<file path="src/pkg/loa_consts.vh">
// Constants of the byte-wide logical operate unit.
// Included by bare name; holds definitions only.
`ifndef LOA_CONSTS_VH
`define LOA_CONSTS_VH

// Data and field widths
`define LOA_DW          8
`define LOA_FILE_AW     4
`define LOA_FILE_CNT    16

// Command field bits, index into the 4-bit field c[7:4]
`define LOA_C_LINK      3
`define LOA_C_COMP      2
`define LOA_C_TRUE      1
`define LOA_C_FLAGS     0
// Copy command reuses bit 6 as add-one
`define LOA_C_ADD1      2

// Destination field: top bit inhibits file write, low three pick a register
`define LOA_R_INHIBIT   3
`define LOA_DST_NONE    3'h0
`define LOA_DST_T       3'h1
`define LOA_DST_M       3'h2
`define LOA_DST_N       3'h3
`define LOA_DST_U       3'h4

// Operate codes presented with each command
`define LOA_OP_COPY     3'h0
`define LOA_OP_OR       3'h1
`define LOA_OP_XOR      3'h2
`define LOA_OP_AND      3'h3
`define LOA_OP_INSET    3'h4
`define LOA_OP_INCLR    3'h5

// Reset values
`define LOA_RST_BYTE    8'h00
`define LOA_RST_BIT     1'b0
`define LOA_RST_NIB     4'h0

// Execution period
`define LOA_EXEC_NS     220
`define LOA_CLK_NS      20
`define LOA_EXEC_CYC    ((`LOA_EXEC_NS) / (`LOA_CLK_NS))

`endif

</file>
<file path="src/hw/loa_operand_sel.v">
// Operand selector of the logical operate unit.
// Assumes the caller picks in_flag and the command bits; purely combinational.
`timescale 1ns/10ps
`include "loa_consts.vh"

module loa_operand_sel (
	input  wire [7:0] t_val,     // Transfer register
	input  wire [7:0] in_bus,    // Input bus
	input  wire       in_flag,   // Input select flag
	input  wire       sel_true,  // Select true operand
	input  wire       sel_comp,  // Select complement operand
	output wire [7:0] operand    // Effective operand
);

	wire [7:0] src;

	// Input bus replaces the transfer register while the flag is set
	assign src = in_flag ? in_bus : t_val; // [RQ7]

	genvar gi;
	generate
		for (gi = 0; gi < `LOA_DW; gi = gi + 1) begin : g_bit
			// Complement of the source when the input flag is set is not expected
			assign operand[gi] = (sel_true & src[gi]) |
				(sel_comp & ~src[gi]); // [RQ6] [RQ7] [RQ9]
		end
	endgenerate

endmodule

</file>
<file path="src/hw/loa_alu.v">
// Byte-wide logical operate unit: OR, XOR, AND and copy commands.
// Assumes the sequencer presents one command at a time while ready is high.
//
// Overview of operation
// RQ1: OR operand into file, write file and destination
// RQ2: XOR operand into file, same routing
// RQ3: AND operand into file, same routing
// RQ4: Logical commands never change the carry bit
// RQ5: Bit 7 lets zero flag clear only
// RQ6: Bit 6 complements operand; with bit 5 ones
// RQ7: Bit 5 selects transfer or input; else zero
// RQ8: Bit 4 updates flags; otherwise flags hold
// RQ9: Sequencer never complements while input selected
// RQ10: XOR with both bits gives ones complement
// RQ11: AND with both bits passes file unchanged
// RQ12: Each logical command finishes within 220 ns
// RQ13: Code 1001 writes transfer register only
// RQ14: Code 0011 writes file and second register
// RQ15: Code 1000 inhibited stores nothing, flags only
// RQ16: Copy with no operand clears file, destination
// RQ17: Copy to file zero leaves it unchanged
// RQ18: After input set, copy takes input bus
// RQ19: Copy with add-one gives transfer plus one
// RQ20: Eight-bit data, four-bit command field
`timescale 1ns/10ps
`include "loa_consts.vh"

module loa_alu (
	input  wire       clk_sys,       // 50 MHz clock
	input  wire       arst_n,        // Asynchronous reset, active low
	input  wire       cmd_valid,     // Command presented
	input  wire [2:0] cmd_op,        // Operate code
	input  wire [3:0] cmd_file,      // File register address
	input  wire [3:0] cmd_c,         // Command field bits 7..4
	input  wire [3:0] cmd_r,         // Destination field, bit 3 inhibits file
	input  wire [7:0] in_bus,        // Input bus
	input  wire       t_load,        // Outside load of transfer register
	input  wire [7:0] t_load_data,   // Data for that load
	input  wire       link_load,     // Outside load of carry bit
	input  wire       link_load_val, // Value for that load
	input  wire       file_wr,       // Outside write of a file register
	input  wire [3:0] file_wr_addr,  // Address of that write
	input  wire [7:0] file_wr_data,  // Data of that write
	input  wire [3:0] file_rd_addr,  // File read address
	output reg        cmd_ready_q,   // Ready for a command
	output reg        cmd_done_q,    // Command finished, one cycle
	output reg  [7:0] result_q,      // Result of last command
	output reg  [7:0] t_q,           // Transfer register
	output reg  [7:0] m_q,           // Memory address register
	output reg  [7:0] n_q,           // Second address register
	output reg  [7:0] u_q,           // Command modifier register
	output reg        zero_q,        // Zero condition flag
	output reg        neg_q,         // Negative condition flag
	output reg        link_q,        // Carry bit
	output reg        in_flag_q,     // Input select flag
	output reg  [7:0] file_rd_q      // File read data
);

	// One-hot sequencer states
	localparam [2:0] ST_IDLE = 3'b001;
	localparam [2:0] ST_EXEC = 3'b010;
	localparam [2:0] ST_DONE = 3'b100;

	reg [2:0] state_q;
	reg [2:0] state_d;

	// Latched command
	reg [2:0] op_q;
	reg [3:0] file_q;
	reg [3:0] c_q;
	reg [3:0] r_q;

	// File registers
	reg [7:0] file_mem [0:`LOA_FILE_CNT-1]; // [RQ20]

	wire [7:0] file_val;
	wire [7:0] logic_opnd;
	wire [7:0] copy_src;
	wire       is_logic;
	wire       is_copy;
	wire       inhibit;
	wire [2:0] dst;

	reg  [7:0] res_d;
	reg        file_we_d;
	reg        flags_we_d;
	reg        zero_d;
	reg        neg_d;
	reg  [8:0] copy_sum;
	reg        in_flag_d;
	reg        exec_we_d;
	reg        t_we_d;
	reg        m_we_d;
	reg        n_we_d;
	reg        u_we_d;
	wire       take;
	wire       res_zero;
	wire [7:0] or_res;
	wire [7:0] xor_res;
	wire [7:0] and_res;

	assign file_val = file_mem[file_q];
	assign is_logic = (op_q == `LOA_OP_OR) | (op_q == `LOA_OP_XOR) |
		(op_q == `LOA_OP_AND);
	assign is_copy  = (op_q == `LOA_OP_COPY);
	assign inhibit  = r_q[`LOA_R_INHIBIT];
	assign dst      = r_q[2:0];
	assign take     = (state_q == ST_IDLE) & cmd_valid;
	assign res_zero = (res_d == `LOA_RST_BYTE);

	// Per-command results; the operate code picks one below
	assign or_res  = file_val | logic_opnd; // [RQ1]
	// Both operand bits give all ones, so this is the complement
	assign xor_res = file_val ^ logic_opnd; // [RQ2] [RQ10]
	// Both operand bits give all ones, so the file passes through
	assign and_res = file_val & logic_opnd; // [RQ3] [RQ11]

	// Operand for the logical commands
	loa_operand_sel u_opnd (
		.t_val    (t_q),
		.in_bus   (in_bus),
		.in_flag  (in_flag_q),
		.sel_true (c_q[`LOA_C_TRUE]),
		.sel_comp (c_q[`LOA_C_COMP]),
		.operand  (logic_opnd)
	); // [RQ6] [RQ7] [RQ9]

	// Copy source: transfer register or input bus, else zero
	assign copy_src = c_q[`LOA_C_TRUE] ? (in_flag_q ? in_bus : t_q) :
		`LOA_RST_BYTE; // [RQ16] [RQ18]

	// Result and write enables
	always @* begin
		res_d      = `LOA_RST_BYTE;
		file_we_d  = 1'b0;
		flags_we_d = 1'b0;
		copy_sum   = 9'h000;
		case (op_q)
			`LOA_OP_OR: begin
				res_d = or_res; // [RQ1]
			end
			`LOA_OP_XOR: begin
				res_d = xor_res; // [RQ2]
			end
			`LOA_OP_AND: begin
				res_d = and_res; // [RQ3]
			end
			`LOA_OP_COPY: begin
				copy_sum = {1'b0, copy_src} +
					{8'h00, c_q[`LOA_C_ADD1]} +
					{8'h00, c_q[`LOA_C_LINK] & link_q}; // [RQ19]
				res_d = copy_sum[7:0];
			end
			default: begin
				res_d = `LOA_RST_BYTE;
			end
		endcase
		if (is_logic) begin
			file_we_d = ~inhibit; // [RQ1] [RQ2] [RQ3] [RQ13] [RQ15]
		end
		if (is_copy) begin
			// File zero cannot be loaded by a copy
			file_we_d = ~inhibit & (file_q != 4'h0); // [RQ17]
		end
		flags_we_d = (is_logic | is_copy) & c_q[`LOA_C_FLAGS]; // [RQ8]
	end

	// Condition flag values
	always @* begin
		neg_d = res_d[7];
		if (c_q[`LOA_C_LINK] & is_logic) begin
			// Chained zero test: flag may clear but never set
			zero_d = zero_q & res_zero; // [RQ5]
		end else begin
			zero_d = res_zero;
		end
	end

	// Input select flag: only the set and clear commands move it
	always @* begin
		in_flag_d = in_flag_q;
		if (state_q == ST_EXEC) begin
			if (op_q == `LOA_OP_INSET) begin
				in_flag_d = 1'b1; // [RQ18]
			end
			if (op_q == `LOA_OP_INCLR) begin
				in_flag_d = 1'b0;
			end
		end
	end

	// Destination strobes: at most one register besides the file
	always @* begin
		exec_we_d = (state_q == ST_EXEC) & (is_logic | is_copy);
		t_we_d    = 1'b0;
		m_we_d    = 1'b0;
		n_we_d    = 1'b0;
		u_we_d    = 1'b0;
		case (dst)
			`LOA_DST_T: begin
				t_we_d = exec_we_d; // [RQ13] [RQ18]
			end
			`LOA_DST_M: begin
				m_we_d = exec_we_d;
			end
			`LOA_DST_N: begin
				n_we_d = exec_we_d; // [RQ14] [RQ16]
			end
			`LOA_DST_U: begin
				u_we_d = exec_we_d;
			end
			default: begin
				// No destination register: file (unless bit 3 inhibits it) and flags only
				t_we_d = 1'b0; // [RQ15]
			end
		endcase
	end

	// Sequencer: take, execute, report
	always @* begin
		state_d = state_q;
		case (state_q)
			ST_IDLE: begin
				if (cmd_valid) begin
					state_d = ST_EXEC;
				end
			end
			ST_EXEC: begin
				state_d = ST_DONE;
			end
			ST_DONE: begin
				state_d = ST_IDLE;
			end
			default: begin
				state_d = ST_IDLE;
			end
		endcase
	end

	always @(posedge clk_sys or negedge arst_n) begin
		if (!arst_n) begin
			state_q     <= ST_IDLE;
			cmd_ready_q <= 1'b1;
			cmd_done_q  <= `LOA_RST_BIT;
		end else begin
			state_q    <= state_d;
			// Execution takes two cycles, well inside the period
			cmd_done_q <= (state_q == ST_EXEC); // [RQ12]
			if (take) begin
				cmd_ready_q <= 1'b0;
			end
			if (state_q == ST_DONE) begin
				cmd_ready_q <= 1'b1;
			end
		end
	end

	// Command latch: fields stay fixed until the next take
	always @(posedge clk_sys or negedge arst_n) begin
		if (!arst_n) begin
			op_q   <= `LOA_OP_COPY;
			file_q <= `LOA_RST_NIB;
			c_q    <= `LOA_RST_NIB;
			r_q    <= `LOA_RST_NIB;
		end else if (take) begin
			op_q   <= cmd_op;
			file_q <= cmd_file;
			c_q    <= cmd_c;
			r_q    <= cmd_r;
		end
	end

	// Destination registers and result
	always @(posedge clk_sys or negedge arst_n) begin
		if (!arst_n) begin
			result_q <= `LOA_RST_BYTE;
			t_q      <= `LOA_RST_BYTE;
			m_q      <= `LOA_RST_BYTE;
			n_q      <= `LOA_RST_BYTE;
			u_q      <= `LOA_RST_BYTE;
		end else begin
			if (t_load) begin
				t_q <= t_load_data;
			end
			if (exec_we_d) begin
				result_q <= res_d;
			end
			// Command write wins over an outside load
			if (t_we_d) begin
				t_q <= res_d; // [RQ13]
			end
			if (m_we_d) begin
				m_q <= res_d;
			end
			if (n_we_d) begin
				n_q <= res_d; // [RQ14]
			end
			if (u_we_d) begin
				u_q <= res_d;
			end
		end
	end

	// Condition flags move only while a command executes with bit 4 set
	always @(posedge clk_sys or negedge arst_n) begin
		if (!arst_n) begin
			zero_q <= `LOA_RST_BIT;
			neg_q  <= `LOA_RST_BIT;
		end else if ((state_q == ST_EXEC) & flags_we_d) begin
			zero_q <= zero_d; // [RQ8]
			neg_q  <= neg_d;
		end
	end

	// Carry is loaded only from outside; these commands keep it
	always @(posedge clk_sys or negedge arst_n) begin
		if (!arst_n) begin
			link_q <= `LOA_RST_BIT;
		end else if (link_load) begin
			link_q <= link_load_val; // [RQ4]
		end
	end

	// Input select flag register
	always @(posedge clk_sys or negedge arst_n) begin
		if (!arst_n) begin
			in_flag_q <= `LOA_RST_BIT;
		end else begin
			in_flag_q <= in_flag_d; // [RQ18]
		end
	end

	// File register array with read port
	integer fi;
	always @(posedge clk_sys or negedge arst_n) begin
		if (!arst_n) begin
			for (fi = 0; fi < `LOA_FILE_CNT; fi = fi + 1) begin
				file_mem[fi] <= `LOA_RST_BYTE;
			end
			file_rd_q <= `LOA_RST_BYTE;
		end else begin
			if (file_wr) begin
				file_mem[file_wr_addr] <= file_wr_data;
			end
			// Command write wins over an outside write to the same file
			if ((state_q == ST_EXEC) & file_we_d) begin
				file_mem[file_q] <= res_d; // [RQ1] [RQ14] [RQ16]
			end
			file_rd_q <= file_mem[file_rd_addr];
		end
	end

endmodule

</file>
<file path="config.mk">
export PLATFORM = sky130hd
export DESIGN_NAME = loa_alu
export DESIGN_NICKNAME = d
export VERILOG_FILES = /design/src/hw/loa_operand_sel.v /design/src/hw/loa_alu.v
export VERILOG_INCLUDE_DIRS = /design/src /design/src/pkg
export SDC_FILE = /design/constraint.sdc
export NUM_CORES = 1
export LEC_CHECK = 0
export ABC_CLOCK_PERIOD_IN_PS = 4250
export BUFFER_PORTS_ARGS = -buffer_cell sky130_fd_sc_hd__buf_2
export CORE_MARGIN = 5
export CORE_UTILIZATION = 35
export CTS_CLUSTER_SIZE = 14
export DETAILED_ROUTE_END_ITERATION = 10
export PLACE_DENSITY_LB_ADDON = 0.1
export SYNTH_ARGS = -nofsm -noshare
export SYNTH_HDL_FRONTEND = slang
export SYNTH_SLANG_ARGS = --single-unit
</file>
<file path="constraint.sdc">
create_clock -name clk_sys -period 4.25 [get_ports clk_sys]
set_clock_uncertainty 0.2 [all_clocks]
set_input_delay 0.6375 -clock clk_sys [delete_from_list [all_inputs] [get_ports clk_sys]]
set_output_delay 0.6375 -clock clk_sys [all_outputs]
set_load 0.1 [all_outputs]
</file>
==> summary.md, run 1 <==
| Metric | Value |
|---|---|
| Outcome | `finished clean` |
| Min Hold Slack | `0.0587 ns` |
| Tmin final | `between 3 and 4 ns` |
| Start of the worst register-to-register path | `file_q[1]$_DFFE_PN0P_` |
| Worst setup SP type | `flip-flop` |
| Multi-input logic area | `between 6000 and 7000 sq um` |
| CTS Sinks | `200` |
| Synth async-reset ratio | `1.00` |
| Share of layout cells above drive strength 1 | `0.313` |
| P_leak | `about 5.8 nW` |
| Non-filler cells, final | `~1,600` |
| EDFF count, synth | `0` |
| Gpl congestion | `0.818` |
| Number of global-route vias before repair | `roughly 8,500` |
| Detail Route Antenna Nets | `0` |
| Core area | `approximately 33,000 sq um` |
| Pwr Density | `834 nW/um^2` |
| Post-CTS Setup Inserts | `0` |
| Syn avg cell area | `between 10 and 15 sq um` |
| Proportion of synthesized area in mux cells | `0.306` |
| # setup viols final | `0` |
| Clk slew on worst S/H paths | `~0.08 ns` |
| R2r worst-path depth | `10` |
| Max Root-Sink Buffers | `2` |
| Mapped Nets | `about 1,100` |
| Initial antenna violation count | `1` |
| Post-Synth XOR/XNOR Area | `0.00299` |
| Peak VDD IR | `~510 uV` |
| Slew of the pin with the lowest slew margin | `between 1 and 1.5 ns` |
| Fmax | `around 0.26 GHz` |
| Kind of critical path | `flip-flop to flip-flop` |
| Fill cells | `between 3,000 and 4,000` |
| # diodes | `0` |
| Post-detail-place hpwl | `approximately 26,000 microns` |
| RSZ-0062 raised after global routing | `no` |
| CP Capture Type | `flip-flop` |
| Worst EP arrival | `about 4 ns` |
| Via count | `8,584` |
| Gr usage total | `0.210` |
| Buffers on Ports | `between 100 and 150` |
| Chip width | `between 150 and 200 microns` |
| First-pass GRT wire length | `about 58,000 microns` |
| Most common cell in the netlist | `dfrtp_1` |
| Post-Place Cells | `1,568` |
| Commonest cells post-synth | `198 x dfrtp_1, 117 x nand2_1, 91 x mux2i_1` |
| Reg area | `approximately 5000 sq um` |
| Synth cell types | `55` |
| CTS tree | `built` |
| Drt total wl | `38,100 microns` |
| Max cap viols | `0` |
| CP Launch Point | `file_q[1]$_DFFE_PN0P_` |
| Initial core utilization | `0.352` |
| Number of synthesis warnings | `0` |
| Top FF cell, synth | `dfrtp_1` |
| Grt total ovfl | `0` |
| Quantity of gates resized following cts | `0` |
| CTS root buf | `clkbuf_16` |
| Num rows | `67` |
| Worst-path fanout max | `13` |
| Post-synthesis compound-gate area fraction | `0.0915` |
| # hold bufs at CTS | `0` |
| I/O pins | `~110` |
| Hold crit path type | `input port to async pin` |
| Post-synthesis sequential area ratio | `0.427` |
| H-tree levels | `4` |
| Mapped Cells | `1,054` |
| Tot Pwr | `between 0.01 and 0.015 W` |
| Simple-gate share of the synthesized area | `0.112` |
| Per-cell routed wire length | `about 24 microns` |
| Synth top area cells | `dfrtp_1 42%, mux4_2 16%, mux2i_1 7.8%` |
| Clock Latency Late Sink | `about 0.45 ns` |
| Die Y | `around 190 microns` |
| DRT iter0 DRCs | `around 670` |
| Die area | `37,200 sq um` |
| Largest family of logic cells by synthesized area | `multiplexers` |
| Synth-to-layout area growth | `15.2%` |
| Slew Viols, Final | `0` |
| DR DRC count | `0` |
| Post-synthesis cell area | `approximately 12,000 sq um` |
| TritonCTS buffer count | `17` |
| TritonRoute pass-1 iters | `5` |
| Share of the synthesized area in the top cell type | `0.423` |
| Fin Setup TNS | `0 ns` |
| Fin nets | `between 1,000 and 1,500` |
| #FFs+latches synth | `200` |
| Required time of the critical path | `~4.4 ns` |
| Slew margin rel. | `0.285` |
| Finished Core Util | `0.406` |
| Routed vias/inst | `around 5.4` |
| Period utilisation layout | `0.896` |
| Post-synthesis adder-cell area fraction | `0.0199` |
| Largest net degree at the start of global routing | `slightly above 90` |
| Final Hold Vio Count | `0` |
| Largest area contributor in the netlist | `dfrtp_1` |
==> power by group <==
part | switching [W] | total [W] | leakage (nW) | internal (W)
registers | 0.000721 | 0.00339 | 2.34 | 0.00267
logic | 0.00388 | 0.00619 | 3.16 | 0.00231
clock network | 0.000882 | 0.00168 | 0.287 | 0.000800
total | 0.00549 | 0.0113 | 5.78 | 0.00578
==> kinds of logic (layout without fill, tap and decap cells) <==
family                   count (synthesis)  count (layout)
buffers and inverters                  112             210
XOR/XNOR                                 4               4
AND/OR/NAND/NOR                        277             277
AO/OA/AOI/OAI                          196             196
adder cells (fa/ha/maj)                 18              18
multiplexers                           247             247
flip-flops                             200             200
==> routing by layer <==
| layer | share of wire | global-route usage | wire length, microns |
|---|---|---|---|
| met2 | 0.46 | 0.324 | 17600 |
| met5 | 0 | 0 | 0 |
| met3 | 0.045 | 0.0297 | 1700 |
| met4 | 0.016 | 0.0460 | 612 |
| met1 | 0.48 | 0.316 | 18200 |
==> state kept, by name, indices dropped and copies added (netlist names), 8 cells and up <==
signal	count
m_q	8
file_rd_q	8
n_q	8
t_q	8
result_q	8
u_q	8
file_mem	128
==> critical path: stages, from the launching register on <==
cell and delay (ns):
dfrtp_2 0.63, buf_4 0.34, mux4_2 0.38, mux4_2 0.51
ha_1 0.29, mux2_2 0.26, a2bb2oi_1 0.20, a21oi_1 0.09
or4_1 0.47, nor3b_1 0.19, a32o_1 0.18
==> path summary, 6_finish.rpt <==
path	slack, ns	end
min in group clk_sys	0.19	c_q[1]$_DFFE_PN0P_
max in group asynchronous	2.80	cmd_ready_q$_DFFE_PN1P_
worst min-delay path	0.06	cmd_done_q$_DFF_PN0_
worst max-delay path	0.44	zero_q$_DFFE_PN0P_
worst min register to register	0.28	u_q[4]$_DFFE_PN0P_
worst max register to register	0.44	zero_q$_DFFE_PN0P_
==> cell type report <==
type                       count  share of cell area
sequential                   200               0.371
inverter                      25             0.00695
tap                          448              0.0415
clock buffer                  17              0.0315
timing repair buffer         153              0.0705
clock inverter                15              0.0129
multi-input combinational    742               0.466
==> through the flow <==
stage          worst slack (ns)  instance area (sq um)
2_1_floorplan             0.240                  11700
3_3_place_gp              0.501                  12900
3_5_place_dp              0.485                  12900
4_1_cts                   0.440                  13500
5_1_grt                   0.270                  13500
6_report                  0.441                  13500
==> cell usage in the layout, fill, tap and decap left out, types with 3 or more instances in the layout <==
master | synthesis | layout
inv_1 | 25 | 25
nand3_1 | 5 | 5
nor2b_1 | 20 | 19
buf_4 | 1 | 41
a21o_1 | 4 | 4
or3_1 | 4 | 4
buf_2 | 35 | 106
a21oi_1 | 81 | 81
dfrtp_1 | 198 | 196
mux2_1 | 6 | 6
mux2_2 | 68 | 68
clkbuf_16 | 0 | 17
mux2i_1 | 91 | 91
nand4_1 | 3 | 3
nor2_2 | 3 | 4
mux4_2 | 82 | 82
o21ai_0 | 17 | 17
o21ai_1 | 64 | 64
nand2_1 | 117 | 117
a211oi_1 | 16 | 16
ha_1 | 17 | 17
nor3b_1 | 3 | 3
clkinv_8 | 0 | 4
buf_12 | 0 | 5
nor2_1 | 88 | 87
inv_8 | 0 | 6
nand2b_1 | 9 | 9
nand3b_1 | 5 | 5
xor2_1 | 3 | 3
No activity file was read; power rests on OpenSTA's default activity.
==> run 2: changes to the inputs <==
--- a/config.mk
+++ b/config.mk
@@ -6,8 +6,8 @@
 export SDC_FILE = /design/constraint.sdc
 export NUM_CORES = 1
 export LEC_CHECK = 0
-export ABC_CLOCK_PERIOD_IN_PS = 4250
 export BUFFER_PORTS_ARGS = -buffer_cell sky130_fd_sc_hd__buf_2
+export CORE_ASPECT_RATIO = 1.1
 export CORE_MARGIN = 5
 export CORE_UTILIZATION = 35
 export CTS_CLUSTER_SIZE = 14
==> run 2 against run 1 <==
  * Sequential cell count unchanged
  * Combinational power barely moved
  * Total power shrank 0.44%
  * First-iteration DRC count decreased by 8.1%
  * Clock power about the same
  * Worst setup slack improved by 0.12 ns
==> summary.md, run 2 (synthesized netlist as in run 1, its figures left out) <==
| Metric | Value |
|---|---|
| Outcome | `finished clean` |
| Clock share of power | `0.149` |
| # setup viols final | `0` |
| Gpl congestion | `around 0.82` |
| Synth-to-layout area growth | `14.8%` |
| Drt total wl | `~36,000 microns` |
| Detail Route Antenna Nets | `0` |
| Max Root-Sink Buffers | `2` |
| Tot Pwr | `between 0.01 and 0.015 W` |
| Slew margin rel. | `0.321` |
| First-pass GRT wire length | `about 56,000 microns` |
| Fmax | `0.271 GHz` |
| Pwr Density | `approximately 830 nW/um^2` |
| CP Capture Type | `flip-flop` |
| # diodes | `0` |
| Grt total ovfl | `0` |
| P_leak | `a little under 6 nW` |
| CTS root buf | `clkbuf_16` |
| Fill cells | `about 3,200` |
| TritonRoute pass-1 iters | `5` |
| Most common cell after layout, fill and taps aside | `dfrtp_1` |
| Required time of the critical path | `about 4.5 ns` |
| Period utilisation layout | `0.868` |
| Worst EP arrival | `3.89 ns` |
| Buffers on Ports | `around 110` |
| Initial antenna violation count | `1` |
| Die area | `about 37,000 sq um` |
| Per-cell routed wire length | `23.1 microns` |
| Initial core utilization | `0.353` |
| Clk slew on worst S/H paths | `approximately 0.080 ns` |
| Final Hold Vio Count | `0` |
| Int Power | `between 0.005 and 0.006 W` |
| Min Hold Slack | `0.0306 ns` |
| Seq pwr share | `0.300` |
| Combinational cell fraction of total power | `0.551` |
| Slew of the pin with the lowest slew margin | `1.02 ns` |
| Chip width | `approximately 180 microns` |
| Share of layout cells above drive strength 1 | `0.308` |
| I/O pins | `roughly 110` |
| DR DRC count | `0` |
| Sw frac | `0.477` |
| Commonest cells after routing, fill and taps aside | `196 x dfrtp_1, 117 x nand2_1, 106 x buf_2, 91 x mux2i_1, 87 x nor2_1` |
| Post-detail-place hpwl | `26,600 microns` |
| H-tree levels | `4` |
| Hold crit path type | `input port to async pin` |
| Largest register FFs | `between 100 and 150` |
| Slew Viols, Final | `0` |
| Largest net degree at the start of global routing | `95` |
| Kind of critical path | `flip-flop to flip-flop` |
| NetSw | `roughly 0.0054 W` |
| Num rows | `70` |
| Max cap viols | `0` |
| Clock Latency Late Sink | `roughly 0.46 ns` |
| Tmin final | `roughly 3.7 ns` |
| DRT iter0 DRCs | `approximately 620` |
| Core area | `~33,000 sq um` |
| Worst setup SP type | `flip-flop` |
| Routed vias/inst | `between 5 and 6` |
| Quantity of gates resized following cts | `0` |
| Most flops, register | `file_mem` |
| CTS tree | `built` |
| Fin nets | `about 1,200` |
| CTS Sinks | `200` |
| # hold bufs at CTS | `0` |
| TritonCTS buffer count | `17` |
| Fin Setup TNS | `0 ns` |
| Worst-path fanout max | `9` |
| Post-CTS Setup Inserts | `0` |
| Gr usage total | `0.200` |
| Number of global-route vias before repair | `8,647` |
| Peak VDD IR | `360 uV` |
| Die Y | `just over 200 microns` |
| RSZ-0062 raised after global routing | `no` |
| Via count | `8,468` |
run 2: final timing paths:
path | cells past startpoint | from | slack (ns) | end
setup reg to reg | 10 | file_q[0]$_DFFE_PN0P_ | 0.56 | zero_q$_DFFE_PN0P_
max in group asynchronous | 2 | arst_n | 2.78 | file_mem[75]$_DFF_PN0_
hold reg to reg | 2 | result_q[1]$_DFFE_PN0P_ | 0.28 | result_q[1]$_DFFE_PN0P_
hold / removal | 1 | arst_n | 0.03 | u_q[0]$_DFFE_PN0P_
setup / recovery | 10 | file_q[0]$_DFFE_PN0P_ | 0.56 | zero_q$_DFFE_PN0P_
min in group clk_sys | 3 | cmd_c[2] | 0.19 | c_q[2]$_DFFE_PN0P_
run 2: per-layer routing:
metal | vias to the layer above | global-route usage | routed length (microns)
li1 | 3961 | - | -
met1 | 4225 | 0.270 | 15900
met2 | 240 | 0.340 | 18200
met3 | 42 | 0.0295 | 1640
met4 | 0 | 0.0475 | 649
met5 | - | 0 | 0
run 2: cell type report:
type,instances,area (sq um),area share
Multi-Input combinational cell,742,6290,0.467
Sequential cell,200,5010,0.372
Timing Repair Buffer,144,935,0.0695
Tap cell,432,541,0.0402
Clock buffer,17,425,0.0316
Clock inverter,15,166,0.0124
Inverter,25,93.8,0.00697
run 2: power groups by stage:
stage                     sequential, W  clock, W  combinational, W
after global routing            0.00347   0.00179           0.00662
after global placement          0.00339         0           0.00616
after CTS                       0.00336   0.00172           0.00626
final                           0.00336   0.00168           0.00618
after floorplan                 0.00445         0           0.00322
after detailed placement        0.00339         0           0.00624
run 2: critical path: stages (launching register included):
cell and delay (ns):
dfrtp_2 0.39, buf_4 0.24, mux4_2 0.56, mux4_2 0.53, ha_1 0.29, mux2_2 0.26, a2bb2oi_1 0.23, a21oi_1 0.09
or4_1 0.47, nor3b_1 0.20, a32o_1 0.18
run 2: through the flow:
stage,util,cell area [sq um],cells,setup WS [ns]
after floorplan,-,11700,1054,0.240
after global placement,0.388,12900,1543,0.593
after detailed placement,0.388,12900,1543,0.577
after CTS,0.405,13500,1575,0.553
after global routing,0.405,13500,1575,0.403
final,0.405,13500,1575,0.559
